## config.mk

```make
export PLATFORM = sky130hd
export DESIGN_NAME = tsc_top
export DESIGN_NICKNAME = d
export VERILOG_FILES = /design/src/tsc_pkg.sv /design/src/tsc_axil.sv /design/src/tsc_classify.sv /design/src/tsc_top.sv
export VERILOG_INCLUDE_DIRS = /design/src
export SDC_FILE = /design/constraint.sdc
export NUM_CORES = 2
export LEC_CHECK = 0
export ABC_AREA = 1
export BUFFER_PORTS_ARGS = -buffer_cell sky130_fd_sc_hd__buf_4
export CAP_MARGIN = 10
export CELL_PAD_IN_SITES_DETAIL_PLACEMENT = 1
export CELL_PAD_IN_SITES_GLOBAL_PLACEMENT = 1
export CORE_ASPECT_RATIO = 0.5
export CORE_MARGIN = 2
export CORE_UTILIZATION = 46
export DETAILED_ROUTE_END_ITERATION = 7
export PLACE_DENSITY_LB_ADDON = 0.1
export SLEW_MARGIN = 25
export SYNTH_ARGS = -nofsm -noshare
export SYNTH_HDL_FRONTEND = slang
export SYNTH_SLANG_ARGS = --single-unit
```

## constraint.sdc

```tcl
create_clock -name clk -period 2.4 [get_ports clk]
set_input_delay 0.24 -clock clk [delete_from_list [all_inputs] [get_ports clk]]
set_output_delay 0.24 -clock clk [all_outputs]
set_load 0.005 [all_outputs]
```

## src/tsc_defs.svh

```systemverilog
`ifndef TSC_DEFS_SVH
`define TSC_DEFS_SVH

// ----------------------------------------
// Counter bank layout
// ----------------------------------------
`define TSC_NUM_CNT 34
`define TSC_IDX_BYTES 0
`define TSC_IDX_UCAST 1
`define TSC_IDX_MCAST 2
`define TSC_IDX_BCAST 3
`define TSC_IDX_AGED 4
`define TSC_IDX_DEFER 5
`define TSC_IDX_MTU 6
`define TSC_IDX_COLL1 7
`define TSC_IDX_EXCOLL 22
`define TSC_IDX_LATE 23
`define TSC_IDX_CFI 24
`define TSC_IDX_EXDEFER 25
`define TSC_IDX_BIN64 26
`define TSC_IDX_TOOBIG 32
`define TSC_IDX_GOOD1 33

// ----------------------------------------
// Register offsets
// ----------------------------------------
`define TSC_OFF_MAXFRM 12'h100
`define TSC_OFF_MAXPKT 12'h104
`define TSC_OFF_IRQ_STAT 12'h108
`define TSC_OFF_IRQ_EN 12'h10c
`define TSC_OFF_IRQ_CLR 12'h110

// ----------------------------------------
// Status bits and bus answers
// ----------------------------------------
`define TSC_IRQ_SENT 0
`define TSC_IRQ_DROP 1
`define TSC_IRQ_WRAP 2
`define TSC_RESP_OKAY 2'h0
`define TSC_RESP_SLVERR 2'h2

// ----------------------------------------
// Reset values, sizes and timing
// ----------------------------------------
`define TSC_MAXFRM_RST 16'h05ee
`define TSC_CLK_NS 8
`define TSC_MAXPKT_NS 12304
`define TSC_MAXPKT_CYC (`TSC_MAXPKT_NS / `TSC_CLK_NS)
`define TSC_LEN_MIN 16'h0040
`define TSC_LEN_127 16'h007f
`define TSC_LEN_255 16'h00ff
`define TSC_LEN_511 16'h01ff
`define TSC_LEN_1023 16'h03ff
`define TSC_LEN_1518 16'h05ee

`endif

```

## src/tsc_pkg.sv

```systemverilog
`include "tsc_defs.svh"

package tsc_pkg;

    typedef enum logic [2:0] {
        TSC_SENT = 3'b000,
        TSC_AGED = 3'b001,
        TSC_DEFER = 3'b010,
        TSC_EXCOLL = 3'b011,
        TSC_LATE = 3'b100,
        TSC_CFI = 3'b101,
        TSC_DROP = 3'b110
    } tsc_cause_t;

    typedef enum logic [1:0] {
        TSC_UCAST = 2'b00,
        TSC_MCAST = 2'b01,
        TSC_BCAST = 2'b10
    } tsc_addr_t;

    typedef struct packed {
        logic [`TSC_NUM_CNT-1:0] inc;
        logic [15:0] add_len;
        logic sent;
        logic dropped;
    } tsc_cls_st_t;

    typedef struct packed {
        logic aw_have;
        logic [11:0] aw_addr;
        logic w_have;
        logic [31:0] w_data;
        logic [3:0] w_strb;
        logic ar_have;
        logic [11:0] ar_addr;
        logic awready;
        logic wready;
        logic arready;
        logic bvalid;
        logic [1:0] bresp;
        logic rvalid;
        logic [31:0] rdata;
        logic [1:0] rresp;
    } tsc_axi_st_t;

    typedef struct packed {
        logic [`TSC_NUM_CNT-1:0][31:0] cnt;
        logic [15:0] max_frame;
        logic [15:0] max_pkt;
        logic [2:0] irq_stat;
        logic [2:0] irq_en;
        logic irq;
    } tsc_top_st_t;

endpackage

```

## src/tsc_axil.sv

```systemverilog
`timescale 1ns/1ns
`include "tsc_defs.svh"

module tsc_axil (
    input wire logic clk,
    input wire logic rst_n,
    input wire logic [11:0] s_axi_awaddr,
    input wire logic s_axi_awvalid,
    output logic s_axi_awready,
    input wire logic [31:0] s_axi_wdata,
    input wire logic [3:0] s_axi_wstrb,
    input wire logic s_axi_wvalid,
    output logic s_axi_wready,
    output logic [1:0] s_axi_bresp,
    output logic s_axi_bvalid,
    input wire logic s_axi_bready,
    input wire logic [11:0] s_axi_araddr,
    input wire logic s_axi_arvalid,
    output logic s_axi_arready,
    output logic [31:0] s_axi_rdata,
    output logic [1:0] s_axi_rresp,
    output logic s_axi_rvalid,
    input wire logic s_axi_rready,
    output logic wr_en,
    output logic [11:0] wr_addr,
    output logic [31:0] wr_data,
    output logic [3:0] wr_strb,
    input wire logic wr_err,
    output logic rd_en,
    output logic [11:0] rd_addr,
    input wire logic [31:0] rd_data,
    input wire logic rd_err
);

    tsc_pkg::tsc_axi_st_t q;
    tsc_pkg::tsc_axi_st_t d;

    assign wr_en = q.aw_have & q.w_have & ~q.bvalid;
    assign wr_addr = q.aw_addr;
    assign wr_data = q.w_data;
    assign wr_strb = q.w_strb;
    assign rd_en = q.ar_have & ~q.rvalid;
    assign rd_addr = q.ar_addr;

    assign s_axi_awready = q.awready;
    assign s_axi_wready = q.wready;
    assign s_axi_bvalid = q.bvalid;
    assign s_axi_bresp = q.bresp;
    assign s_axi_arready = q.arready;
    assign s_axi_rvalid = q.rvalid;
    assign s_axi_rdata = q.rdata;
    assign s_axi_rresp = q.rresp;

    always_comb begin
        d = q;
        // Address and data may arrive in either order
        if (s_axi_awvalid && q.awready) begin
            d.aw_have = 1'b1;
            d.aw_addr = s_axi_awaddr;
        end
        if (s_axi_wvalid && q.wready) begin
            d.w_have = 1'b1;
            d.w_data = s_axi_wdata;
            d.w_strb = s_axi_wstrb;
        end
        if (wr_en) begin
            d.aw_have = 1'b0;
            d.w_have = 1'b0;
            d.bvalid = 1'b1;
            d.bresp = wr_err ? `TSC_RESP_SLVERR : `TSC_RESP_OKAY;
        end
        if (q.bvalid && s_axi_bready) begin
            d.bvalid = 1'b0;
        end
        if (s_axi_arvalid && q.arready) begin
            d.ar_have = 1'b1;
            d.ar_addr = s_axi_araddr;
        end
        if (rd_en) begin
            d.ar_have = 1'b0;
            d.rvalid = 1'b1;
            d.rdata = rd_data;
            d.rresp = rd_err ? `TSC_RESP_SLVERR : `TSC_RESP_OKAY;
        end
        if (q.rvalid && s_axi_rready) begin
            d.rvalid = 1'b0;
        end
        // Ready held low until the answer is taken: one access of each kind
        d.awready = ~d.aw_have & ~d.bvalid;
        d.wready = ~d.w_have & ~d.bvalid;
        d.arready = ~d.ar_have & ~d.rvalid;
    end

    always_ff @(posedge clk) begin
        if (!rst_n) begin
            q <= '0;
        end else begin
            q <= d;
        end
    end

endmodule

```

## src/tsc_classify.sv

```systemverilog
`timescale 1ns/1ns
`include "tsc_defs.svh"

module tsc_classify (
    input wire logic clk,
    input wire logic rst_n,
    input wire logic ev_valid,
    input wire logic [15:0] ev_len,
    input wire logic [1:0] ev_class,
    input wire logic [4:0] ev_coll,
    input wire logic [2:0] ev_cause,
    input wire logic [15:0] ev_wait,
    input wire logic [15:0] max_frame,
    input wire logic [15:0] max_pkt,
    output logic [`TSC_NUM_CNT-1:0] inc,
    output logic [15:0] add_len,
    output logic sent,
    output logic dropped
);

    tsc_pkg::tsc_cls_st_t q;
    tsc_pkg::tsc_cls_st_t d;

    function automatic logic in_range(input logic [15:0] len, input logic [15:0] lo,
                                      input logic [15:0] hi);
        in_range = (len >= lo) && (len <= hi);
    endfunction

    assign inc = q.inc;
    assign add_len = q.add_len;
    assign sent = q.sent;
    assign dropped = q.dropped;

    always_comb begin
        d = '0;
        if (ev_valid) begin
            d.sent = (ev_cause == tsc_pkg::TSC_SENT);
            d.dropped = ~d.sent;
            d.inc[`TSC_IDX_MTU] = (ev_len > max_frame);
            if (d.sent) begin
                d.add_len = ev_len;
                if (ev_class == tsc_pkg::TSC_UCAST) begin
                    d.inc[`TSC_IDX_UCAST] = 1'b1;
                end else if (ev_class == tsc_pkg::TSC_MCAST) begin
                    d.inc[`TSC_IDX_MCAST] = 1'b1;
                end else begin
                    d.inc[`TSC_IDX_BCAST] = 1'b1;
                end
                for (int i = 1; i <= 15; i++) begin
                    if (ev_coll == 5'(i)) begin
                        d.inc[`TSC_IDX_COLL1 + i - 1] = 1'b1;
                    end
                end
                d.inc[`TSC_IDX_GOOD1] = (ev_coll == 5'h01);
                d.inc[`TSC_IDX_TOOBIG] = (ev_len > max_frame);
                d.inc[`TSC_IDX_BIN64] = (ev_len == `TSC_LEN_MIN);
                d.inc[`TSC_IDX_BIN64 + 1] = in_range(ev_len, `TSC_LEN_MIN + 16'h0001,
                                                     `TSC_LEN_127);
                d.inc[`TSC_IDX_BIN64 + 2] = in_range(ev_len, `TSC_LEN_127 + 16'h0001,
                                                     `TSC_LEN_255);
                d.inc[`TSC_IDX_BIN64 + 3] = in_range(ev_len, `TSC_LEN_255 + 16'h0001,
                                                     `TSC_LEN_511);
                d.inc[`TSC_IDX_BIN64 + 4] = in_range(ev_len, `TSC_LEN_511 + 16'h0001,
                                                     `TSC_LEN_1023);
                d.inc[`TSC_IDX_BIN64 + 5] = in_range(ev_len, `TSC_LEN_1023 + 16'h0001,
                                                     `TSC_LEN_1518);
            end else begin
                d.inc[`TSC_IDX_AGED] = (ev_cause == tsc_pkg::TSC_AGED);
                if (ev_cause == tsc_pkg::TSC_DEFER) begin
                    // Both limits judged alone; a very long wait counts twice
                    d.inc[`TSC_IDX_DEFER] = ({1'b0, ev_wait} > {max_pkt, 1'b0});
                    d.inc[`TSC_IDX_EXDEFER] = (ev_wait > max_pkt);
                end
                d.inc[`TSC_IDX_EXCOLL] = (ev_cause == tsc_pkg::TSC_EXCOLL);
                d.inc[`TSC_IDX_LATE] = (ev_cause == tsc_pkg::TSC_LATE);
                d.inc[`TSC_IDX_CFI] = (ev_cause == tsc_pkg::TSC_CFI);
            end
        end
    end

    always_ff @(posedge clk) begin
        if (!rst_n) begin
            q <= '0;
        end else begin
            q <= d;
        end
    end

endmodule

```

## src/tsc_top.sv

```systemverilog
// Implementation choices: the placing of the registers and the AXI4-Lite register port.
`timescale 1ns/1ns
`include "tsc_defs.svh"

module tsc_top (
    input wire logic clk,
    input wire logic rst_n,
    input wire logic ev_valid,
    input wire logic [15:0] ev_len,
    input wire logic [1:0] ev_class,
    input wire logic [4:0] ev_coll,
    input wire logic [2:0] ev_cause,
    input wire logic [15:0] ev_wait,
    input wire logic [11:0] s_axi_awaddr,
    input wire logic s_axi_awvalid,
    output logic s_axi_awready,
    input wire logic [31:0] s_axi_wdata,
    input wire logic [3:0] s_axi_wstrb,
    input wire logic s_axi_wvalid,
    output logic s_axi_wready,
    output logic [1:0] s_axi_bresp,
    output logic s_axi_bvalid,
    input wire logic s_axi_bready,
    input wire logic [11:0] s_axi_araddr,
    input wire logic s_axi_arvalid,
    output logic s_axi_arready,
    output logic [31:0] s_axi_rdata,
    output logic [1:0] s_axi_rresp,
    output logic s_axi_rvalid,
    input wire logic s_axi_rready,
    output logic irq
);

    // ----------------------------------------
    // State and internal wiring
    // ----------------------------------------
    tsc_pkg::tsc_top_st_t q;
    tsc_pkg::tsc_top_st_t d;

    logic wr_en;
    logic [11:0] wr_addr;
    logic [31:0] wr_data;
    logic [3:0] wr_strb;
    logic wr_err;
    logic rd_en;
    logic [11:0] rd_addr;
    logic [31:0] rd_data;
    logic rd_err;
    logic [`TSC_NUM_CNT-1:0] cls_inc;
    logic [15:0] cls_len;
    logic cls_sent;
    logic cls_dropped;

    // ----------------------------------------
    // Helpers
    // ----------------------------------------
    function automatic logic [15:0] merge16(input logic [15:0] old, input logic [31:0] data,
                                            input logic [3:0] strb);
        merge16 = old;
        if (strb[0]) begin
            merge16[7:0] = data[7:0];
        end
        if (strb[1]) begin
            merge16[15:8] = data[15:8];
        end
    endfunction

    function automatic logic is_counter(input logic [11:0] addr);
        is_counter = (addr[11:2] < 10'(`TSC_NUM_CNT));
    endfunction

    function automatic logic is_mapped(input logic [11:0] addr);
        logic [11:0] a;
        a = {addr[11:2], 2'b00};
        is_mapped = is_counter(addr) || (a == `TSC_OFF_MAXFRM) || (a == `TSC_OFF_MAXPKT)
                    || (a == `TSC_OFF_IRQ_STAT) || (a == `TSC_OFF_IRQ_EN)
                    || (a == `TSC_OFF_IRQ_CLR);
    endfunction

    // ----------------------------------------
    // Sub-blocks
    // ----------------------------------------
    tsc_axil u_bus (
        .clk(clk),
        .rst_n(rst_n),
        .s_axi_awaddr(s_axi_awaddr),
        .s_axi_awvalid(s_axi_awvalid),
        .s_axi_awready(s_axi_awready),
        .s_axi_wdata(s_axi_wdata),
        .s_axi_wstrb(s_axi_wstrb),
        .s_axi_wvalid(s_axi_wvalid),
        .s_axi_wready(s_axi_wready),
        .s_axi_bresp(s_axi_bresp),
        .s_axi_bvalid(s_axi_bvalid),
        .s_axi_bready(s_axi_bready),
        .s_axi_araddr(s_axi_araddr),
        .s_axi_arvalid(s_axi_arvalid),
        .s_axi_arready(s_axi_arready),
        .s_axi_rdata(s_axi_rdata),
        .s_axi_rresp(s_axi_rresp),
        .s_axi_rvalid(s_axi_rvalid),
        .s_axi_rready(s_axi_rready),
        .wr_en(wr_en),
        .wr_addr(wr_addr),
        .wr_data(wr_data),
        .wr_strb(wr_strb),
        .wr_err(wr_err),
        .rd_en(rd_en),
        .rd_addr(rd_addr),
        .rd_data(rd_data),
        .rd_err(rd_err)
    );

    // One strobe per frame outcome, registered once before counting
    tsc_classify u_cls (
        .clk(clk),
        .rst_n(rst_n),
        .ev_valid(ev_valid),
        .ev_len(ev_len),
        .ev_class(ev_class),
        .ev_coll(ev_coll),
        .ev_cause(ev_cause),
        .ev_wait(ev_wait),
        .max_frame(q.max_frame),
        .max_pkt(q.max_pkt),
        .inc(cls_inc),
        .add_len(cls_len),
        .sent(cls_sent),
        .dropped(cls_dropped)
    );

    // ----------------------------------------
    // Register read decode
    // ----------------------------------------
    // Reads only look at state, so counting never stalls for software
    always_comb begin
        logic [11:0] a;
        a = {rd_addr[11:2], 2'b00};
        rd_data = 32'h0000_0000;
        rd_err = ~is_mapped(rd_addr);
        if (is_counter(rd_addr)) begin
            rd_data = q.cnt[rd_addr[7:2]];
        end else if (a == `TSC_OFF_MAXFRM) begin
            rd_data = {16'h0000, q.max_frame};
        end else if (a == `TSC_OFF_MAXPKT) begin
            rd_data = {16'h0000, q.max_pkt};
        end else if (a == `TSC_OFF_IRQ_STAT) begin
            rd_data = {29'h0000_0000, q.irq_stat};
        end else if (a == `TSC_OFF_IRQ_EN) begin
            rd_data = {29'h0000_0000, q.irq_en};
        end
    end

    assign wr_err = ~is_mapped(wr_addr);

    // ----------------------------------------
    // Counters, configuration and interrupt
    // ----------------------------------------
    always_comb begin
        logic [11:0] a;
        logic [32:0] bsum;
        logic [2:0] ev;
        logic [2:0] clr;
        a = {wr_addr[11:2], 2'b00};
        bsum = 33'h0_0000_0000;
        ev = 3'h0;
        clr = 3'h0;
        d = q;
        for (int i = 1; i < `TSC_NUM_CNT; i++) begin
            if (cls_inc[i]) begin
                d.cnt[i] = q.cnt[i] + 32'h0000_0001;
                if (q.cnt[i] == 32'hffff_ffff) begin
                    ev[`TSC_IRQ_WRAP] = 1'b1;
                end
            end
        end
        if (cls_sent) begin
            bsum = {1'b0, q.cnt[`TSC_IDX_BYTES]} + {17'h0_0000, cls_len};
            d.cnt[`TSC_IDX_BYTES] = bsum[31:0];
            ev[`TSC_IRQ_WRAP] = ev[`TSC_IRQ_WRAP] | bsum[32];
        end
        ev[`TSC_IRQ_SENT] = cls_sent;
        ev[`TSC_IRQ_DROP] = cls_dropped;
        // Counters and status are read-only; writes to them are ignored
        if (wr_en && !wr_err) begin
            if (a == `TSC_OFF_MAXFRM) begin
                d.max_frame = merge16(q.max_frame, wr_data, wr_strb);
            end else if (a == `TSC_OFF_MAXPKT) begin
                d.max_pkt = merge16(q.max_pkt, wr_data, wr_strb);
            end else if (a == `TSC_OFF_IRQ_EN) begin
                if (wr_strb[0]) begin
                    d.irq_en = wr_data[2:0];
                end
            end else if (a == `TSC_OFF_IRQ_CLR) begin
                clr = wr_data[2:0] & {3{wr_strb[0]}};
            end
        end
        // New event wins over a clear in the same cycle
        d.irq_stat = (q.irq_stat & ~clr) | ev;
        d.irq = |(d.irq_stat & d.irq_en);
    end

    always_ff @(posedge clk) begin
        if (!rst_n) begin
            q <= '0;
            q.max_frame <= `TSC_MAXFRM_RST;
            q.max_pkt <= 16'(`TSC_MAXPKT_CYC);
        end else begin
            q <= d;
        end
    end

    assign irq = q.irq;

endmodule

```

==> summary.md <==
| Metric | Value |
|---|---|
| Area share of fa/ha/maj cells after synthesis | `1.74%` |
| Post-synthesis share of cell area spent on and, or, nand and nor gates | `32.0%` |
| Violated checks | `negative setup slack` |
| Final Hold Fails | `0` |
| Combinational family with the most area after synthesis | `simple AND/OR/NAND/NOR gates` |
| Crit Path Class | `reg2reg` |
| Placed cells | `12939` |
| Worst Setup End Kind | `register` |
| Aggregate global routing overflow | `0` |
| Final estimated routing congestion in global placement | `1.02` |
| Setup repair after global routing missed its margin | `true` |
| Die span in y | `280 um` |
| Growth of design area from synthesis to finish | `18.3%` |
| Req. time, crit path | `3.10 ns` |
| Number of failing setup endpoints in the final timing report | `6` |
| Worst Hold Slack | `0.0484 ns` |
| Worst IR drop on VDD | `567 uV` |
| Worst slew margin relative to its limit | `42.2%` |
| Leakage power of the design | `29.0 nW` |
| Avg Cell Area, Syn | `6.61 um^2` |
| TritonCTS clock tree | `done` |
| Synth Flop Type | `sky130_fd_sc_hd__dfxtp_1` |
| Ratio of total power to cell area | `547 nW/um^2` |
| CTS sink count | `1257` |
| H-tree levels | `3` |
| Top Usage Layer GRT | `met2` |
| Via count of the first global-routing pass | `78991` |
| Placement Rows | `101` |
| #FFs+latches synth | `1257` |
| Depth of the worst hold-timing path | `4` |
| Post-Route Setup TNS | `-0.366 ns` |
| Vias per Instance | `5.96` |
| Post-synth EDFFs | `0` |
| Die width | `556 um` |
| # Max-Cap Violations | `0` |
| Pin count of the biggest net entering global routing | `121` |
| Worst setup slack after placement | `-0.777 ns` |
| Vias | `79134` |
| Final Worst Setup Slack | `-0.123 ns` |
| Total I/O pin count | `152` |
| Yosys warning total | `0` |
| Achievable frequency | `396 MHz` |
| All-Layer GR Usage | `40.1%` |
| Critical R2R Capture | `u_bus.s_axi_rdata[28]` |
| M2 GR Usage | `65.8%` |
| Count of antenna-violating nets left after detailed routing | `0` |
| Post-DR wirelength/cell | `24.5 um` |
| Wire length of the first global-routing pass | `480000 um` |
| Share of the cycle needed by the critical path after routing | `105%` |
| TritonCTS buffer count | `121` |
| Clock edge transition at the registers on the reported setup and hold paths | `0.07 ns` |
| Startpoint Class | `register` |
| Portion of netlist area occupied by mux cells | `0%` |
| Length in cells of the worst reg-to-reg path | `12` |
| Met1 Use GR | `51.0%` |
| Overall die area | `156000 um^2` |
| Worst-case clock skew | `0.0200 ns` |
| Portion of the post-synthesis area used by sequential elements | `35.8%` |
| Share of final-layout standard cells stronger than drive strength 1 | `11.8%` |
| Outcome | `finished, violations left` |
| Number of remaining DRC errors | `0` |
| Worst flop-to-flop path startpoint | `u_bus.rd_addr[3]` |
| Detailed-routing iteration count for the pre-antenna-repair pass | `5` |
| Xor/xnor share of the synthesized area | `2.53%` |
| IO buf count | `127` |
| Arrival time reported for the critical path endpoint | `3.23 ns` |
| Floorplan Core Area | `152000 um^2` |
| Worst Hold Path EP | `u_bus.rd_addr[3]` |
| Min-delay worst type | `in2reg` |
| Number of DRC violations after detailed-routing iteration 0 | `7233` |
| Tmin final | `2.52 ns` |
| Worst-path maximum fanout | `12` |
| Unique masters post-synth | `66` |
| Compound-Gate Fraction of Synth Area | `17.9%` |
| Final slew viol count | `0` |
| CTS root buf | `sky130_fd_sc_hd__clkbuf_16` |
| FF-to-FF setup slack | `-0.12 ns` |
| Post-synthesis cell area | `70200 um^2` |
| Post-synthesis cell count | `10615` |
| Routing usage on met3 | `7.53%` |
| Nets@finish | `11364` |
| Clk Latency, worst-skew pair | `0.76 ns` |
| Maximum count of clock buffers along a single path | `3` |
| Final cell count without fillers | `13279` |
| Origin of the worst min-delay path | `s_axi_araddr[3]` |
| Initial core utilization | `46.3%` |
| Worst setup path start | `u_bus.rd_addr[3]` |
| Final routed wirelength across all metal layers | `325000 um` |
| Least-Margin Pin Slew | `0.863 ns` |
| Half-perimeter wire length of the detailed placement result | `248000 um` |
| Share of flip-flops with an asynchronous set or reset after synthesis | `0%` |
| Initial antenna violation count | `16` |
-- layout by cell type (no fill, tap or decap), drive strengths merged, types with 4 or more instances in the layout --
cell | Yosys | routed
bufinv | 0 | 9
nand2 | 1946 | 1946
inv | 1387 | 1393
a21boi | 4 | 4
a221oi | 8 | 8
or2 | 6 | 6
ha | 96 | 96
nand3 | 592 | 592
o211ai | 50 | 50
a31oi | 53 | 53
a211oi | 30 | 30
o2bb2ai | 8 | 8
nor3 | 561 | 561
o221ai | 9 | 9
o31ai | 12 | 12
o2111ai | 28 | 28
nor4 | 140 | 140
nor3b | 29 | 29
clkinv | 4 | 29
o21a | 61 | 61
a21oi | 812 | 812
xnor2 | 59 | 59
buf | 188 | 714
dfxtp | 1257 | 1257
clkinvlp | 0 | 9
xor2 | 144 | 144
nand3b | 31 | 31
o21ai | 831 | 831
o22ai | 204 | 204
clkbuf | 198 | 185
and3 | 12 | 12
a22oi | 121 | 121
nor2 | 1452 | 1452
nand4 | 257 | 257
dlygate4sd3 | 0 | 79
diode | 0 | 12
-- area by class of cell --
| cell class | instances | area [um^2] |
|---|---|---|
| clock buffer | 176 | 3550 |
| clock inverter | 49 | 549 |
| inverter | 1391 | 5250 |
| sequential | 1257 | 25200 |
| timing repair buffer | 804 | 7200 |
| antenna | 12 | 30.0 |
| fill | 20045 | 68600 |
| tap | 2008 | 2510 |
| multi-input combinational | 7582 | 38800 |
-- power by group --
part | switching [mW] | internal, mW
Clock | 9.49 | 11.2
Combinational | 2.44 | 1.21
Sequential | 0.111 | 20.9
-- worst max path at each step --
stage	end	slack (ns)	cells after the start
final	u_bus.s_axi_rdata[28]	-0.12	12
after global placement	irq	-0.75	14
after detailed placement	irq	-0.78	14
after floorplan	q[63]	0.27	14
after CTS	u_bus.s_axi_rdata[9]	-0.01	10
after global routing	u_bus.s_axi_rdata[10]	-0.09	12
-- worst max-delay path: stages (launching register included) --
cell	delay, ns
sky130_fd_sc_hd__dfxtp_2	0.33
sky130_fd_sc_hd__inv_2	0.16
sky130_fd_sc_hd__nand2_8	0.19
sky130_fd_sc_hd__clkbuf_16	0.28
sky130_fd_sc_hd__nor2_4	0.15
sky130_fd_sc_hd__nor2_1	0.07
sky130_fd_sc_hd__nand3_1	0.11
sky130_fd_sc_hd__nand2_2	0.08
sky130_fd_sc_hd__o211ai_1	0.71
sky130_fd_sc_hd__nand2_1	0.14
sky130_fd_sc_hd__nand3_1	0.10
sky130_fd_sc_hd__nand2_1	0.06
sky130_fd_sc_hd__nand2_1	0.06
-- flip-flops by register name (all words and copies together), names as in the netlist, 2 cells and up --
register / cells
q: 1126
u_bus.q: 3
u_bus.rd_addr: 10
u_bus.s_axi_rdata: 32
u_bus.wr_addr: 10
u_bus.wr_data: 16
u_bus.wr_strb: 2
u_cls.add_len: 16
u_cls.inc: 32
-- what timing repair did --
item / 4_1_cts / 5_1_grt
endpoints found under the hold margin: 101 / 0
endpoints found under the setup margin: 21 / 47
hold buffers: 79 / 0
buffers inserted: 2 / 13
gates resized for setup: 93 / 117
cloned: 4 / 8
pin swaps: 20 / 55
-- Yosys cell counts (all sizes together), types with 53 or more instances --
| master | n | area share [%] |
|---|---|---|
| nor2 | 1452 | 8.2 |
| nor3 | 561 | 4.4 |
| a21oi | 812 | 5.8 |
| o21ai | 831 | 5.9 |
| inv | 1387 | 7.4 |
| a31oi | 53 | 0.47 |
| nand2 | 1946 | 11 |
| nand4 | 257 | 2.3 |
| clkbuf | 198 | 1.1 |
| nand3 | 592 | 4.3 |
| buf | 188 | 1.5 |
| o22ai | 204 | 1.8 |
| xor2 | 144 | 1.8 |
| o21a | 61 | 0.65 |
| dfxtp | 1257 | 36 |
| a22oi | 121 | 1.3 |
| ha | 96 | 1.7 |
| xnor2 | 59 | 0.74 |
| nor4 | 140 | 1.4 |
-- through the flow --
step / power, mW / util (%) / cell area, um^2
finish: 45.4 / 54.7 / 83000
CTS: 45.2 / 54.2 / 82200
floorplan: 23.1 / - / 70200
detailed placement: 24.7 / 50.7 / 76800
global placement: 24.6 / 50.7 / 76800
global route: 46.5 / 54.7 / 83000
-- routing by layer --
metal / vias to the layer above / routed length (um)
li1: 36622 / -
met1: 38914 / 136000
met2: 2843 / 147000
met3: 741 / 25500
met4: 14 / 16700
met5: - / 94
-- kinds of logic after synthesis --
kind of cell	Yosys count
and+or+nand+nor	5032
adders and majority gates	97
DFF	1257
AOI/OAI and AO/OA	2248
buffers and inverters	1777
xor gates and xnor gates	203
other	1
Power figures use the tool's default switching activity.
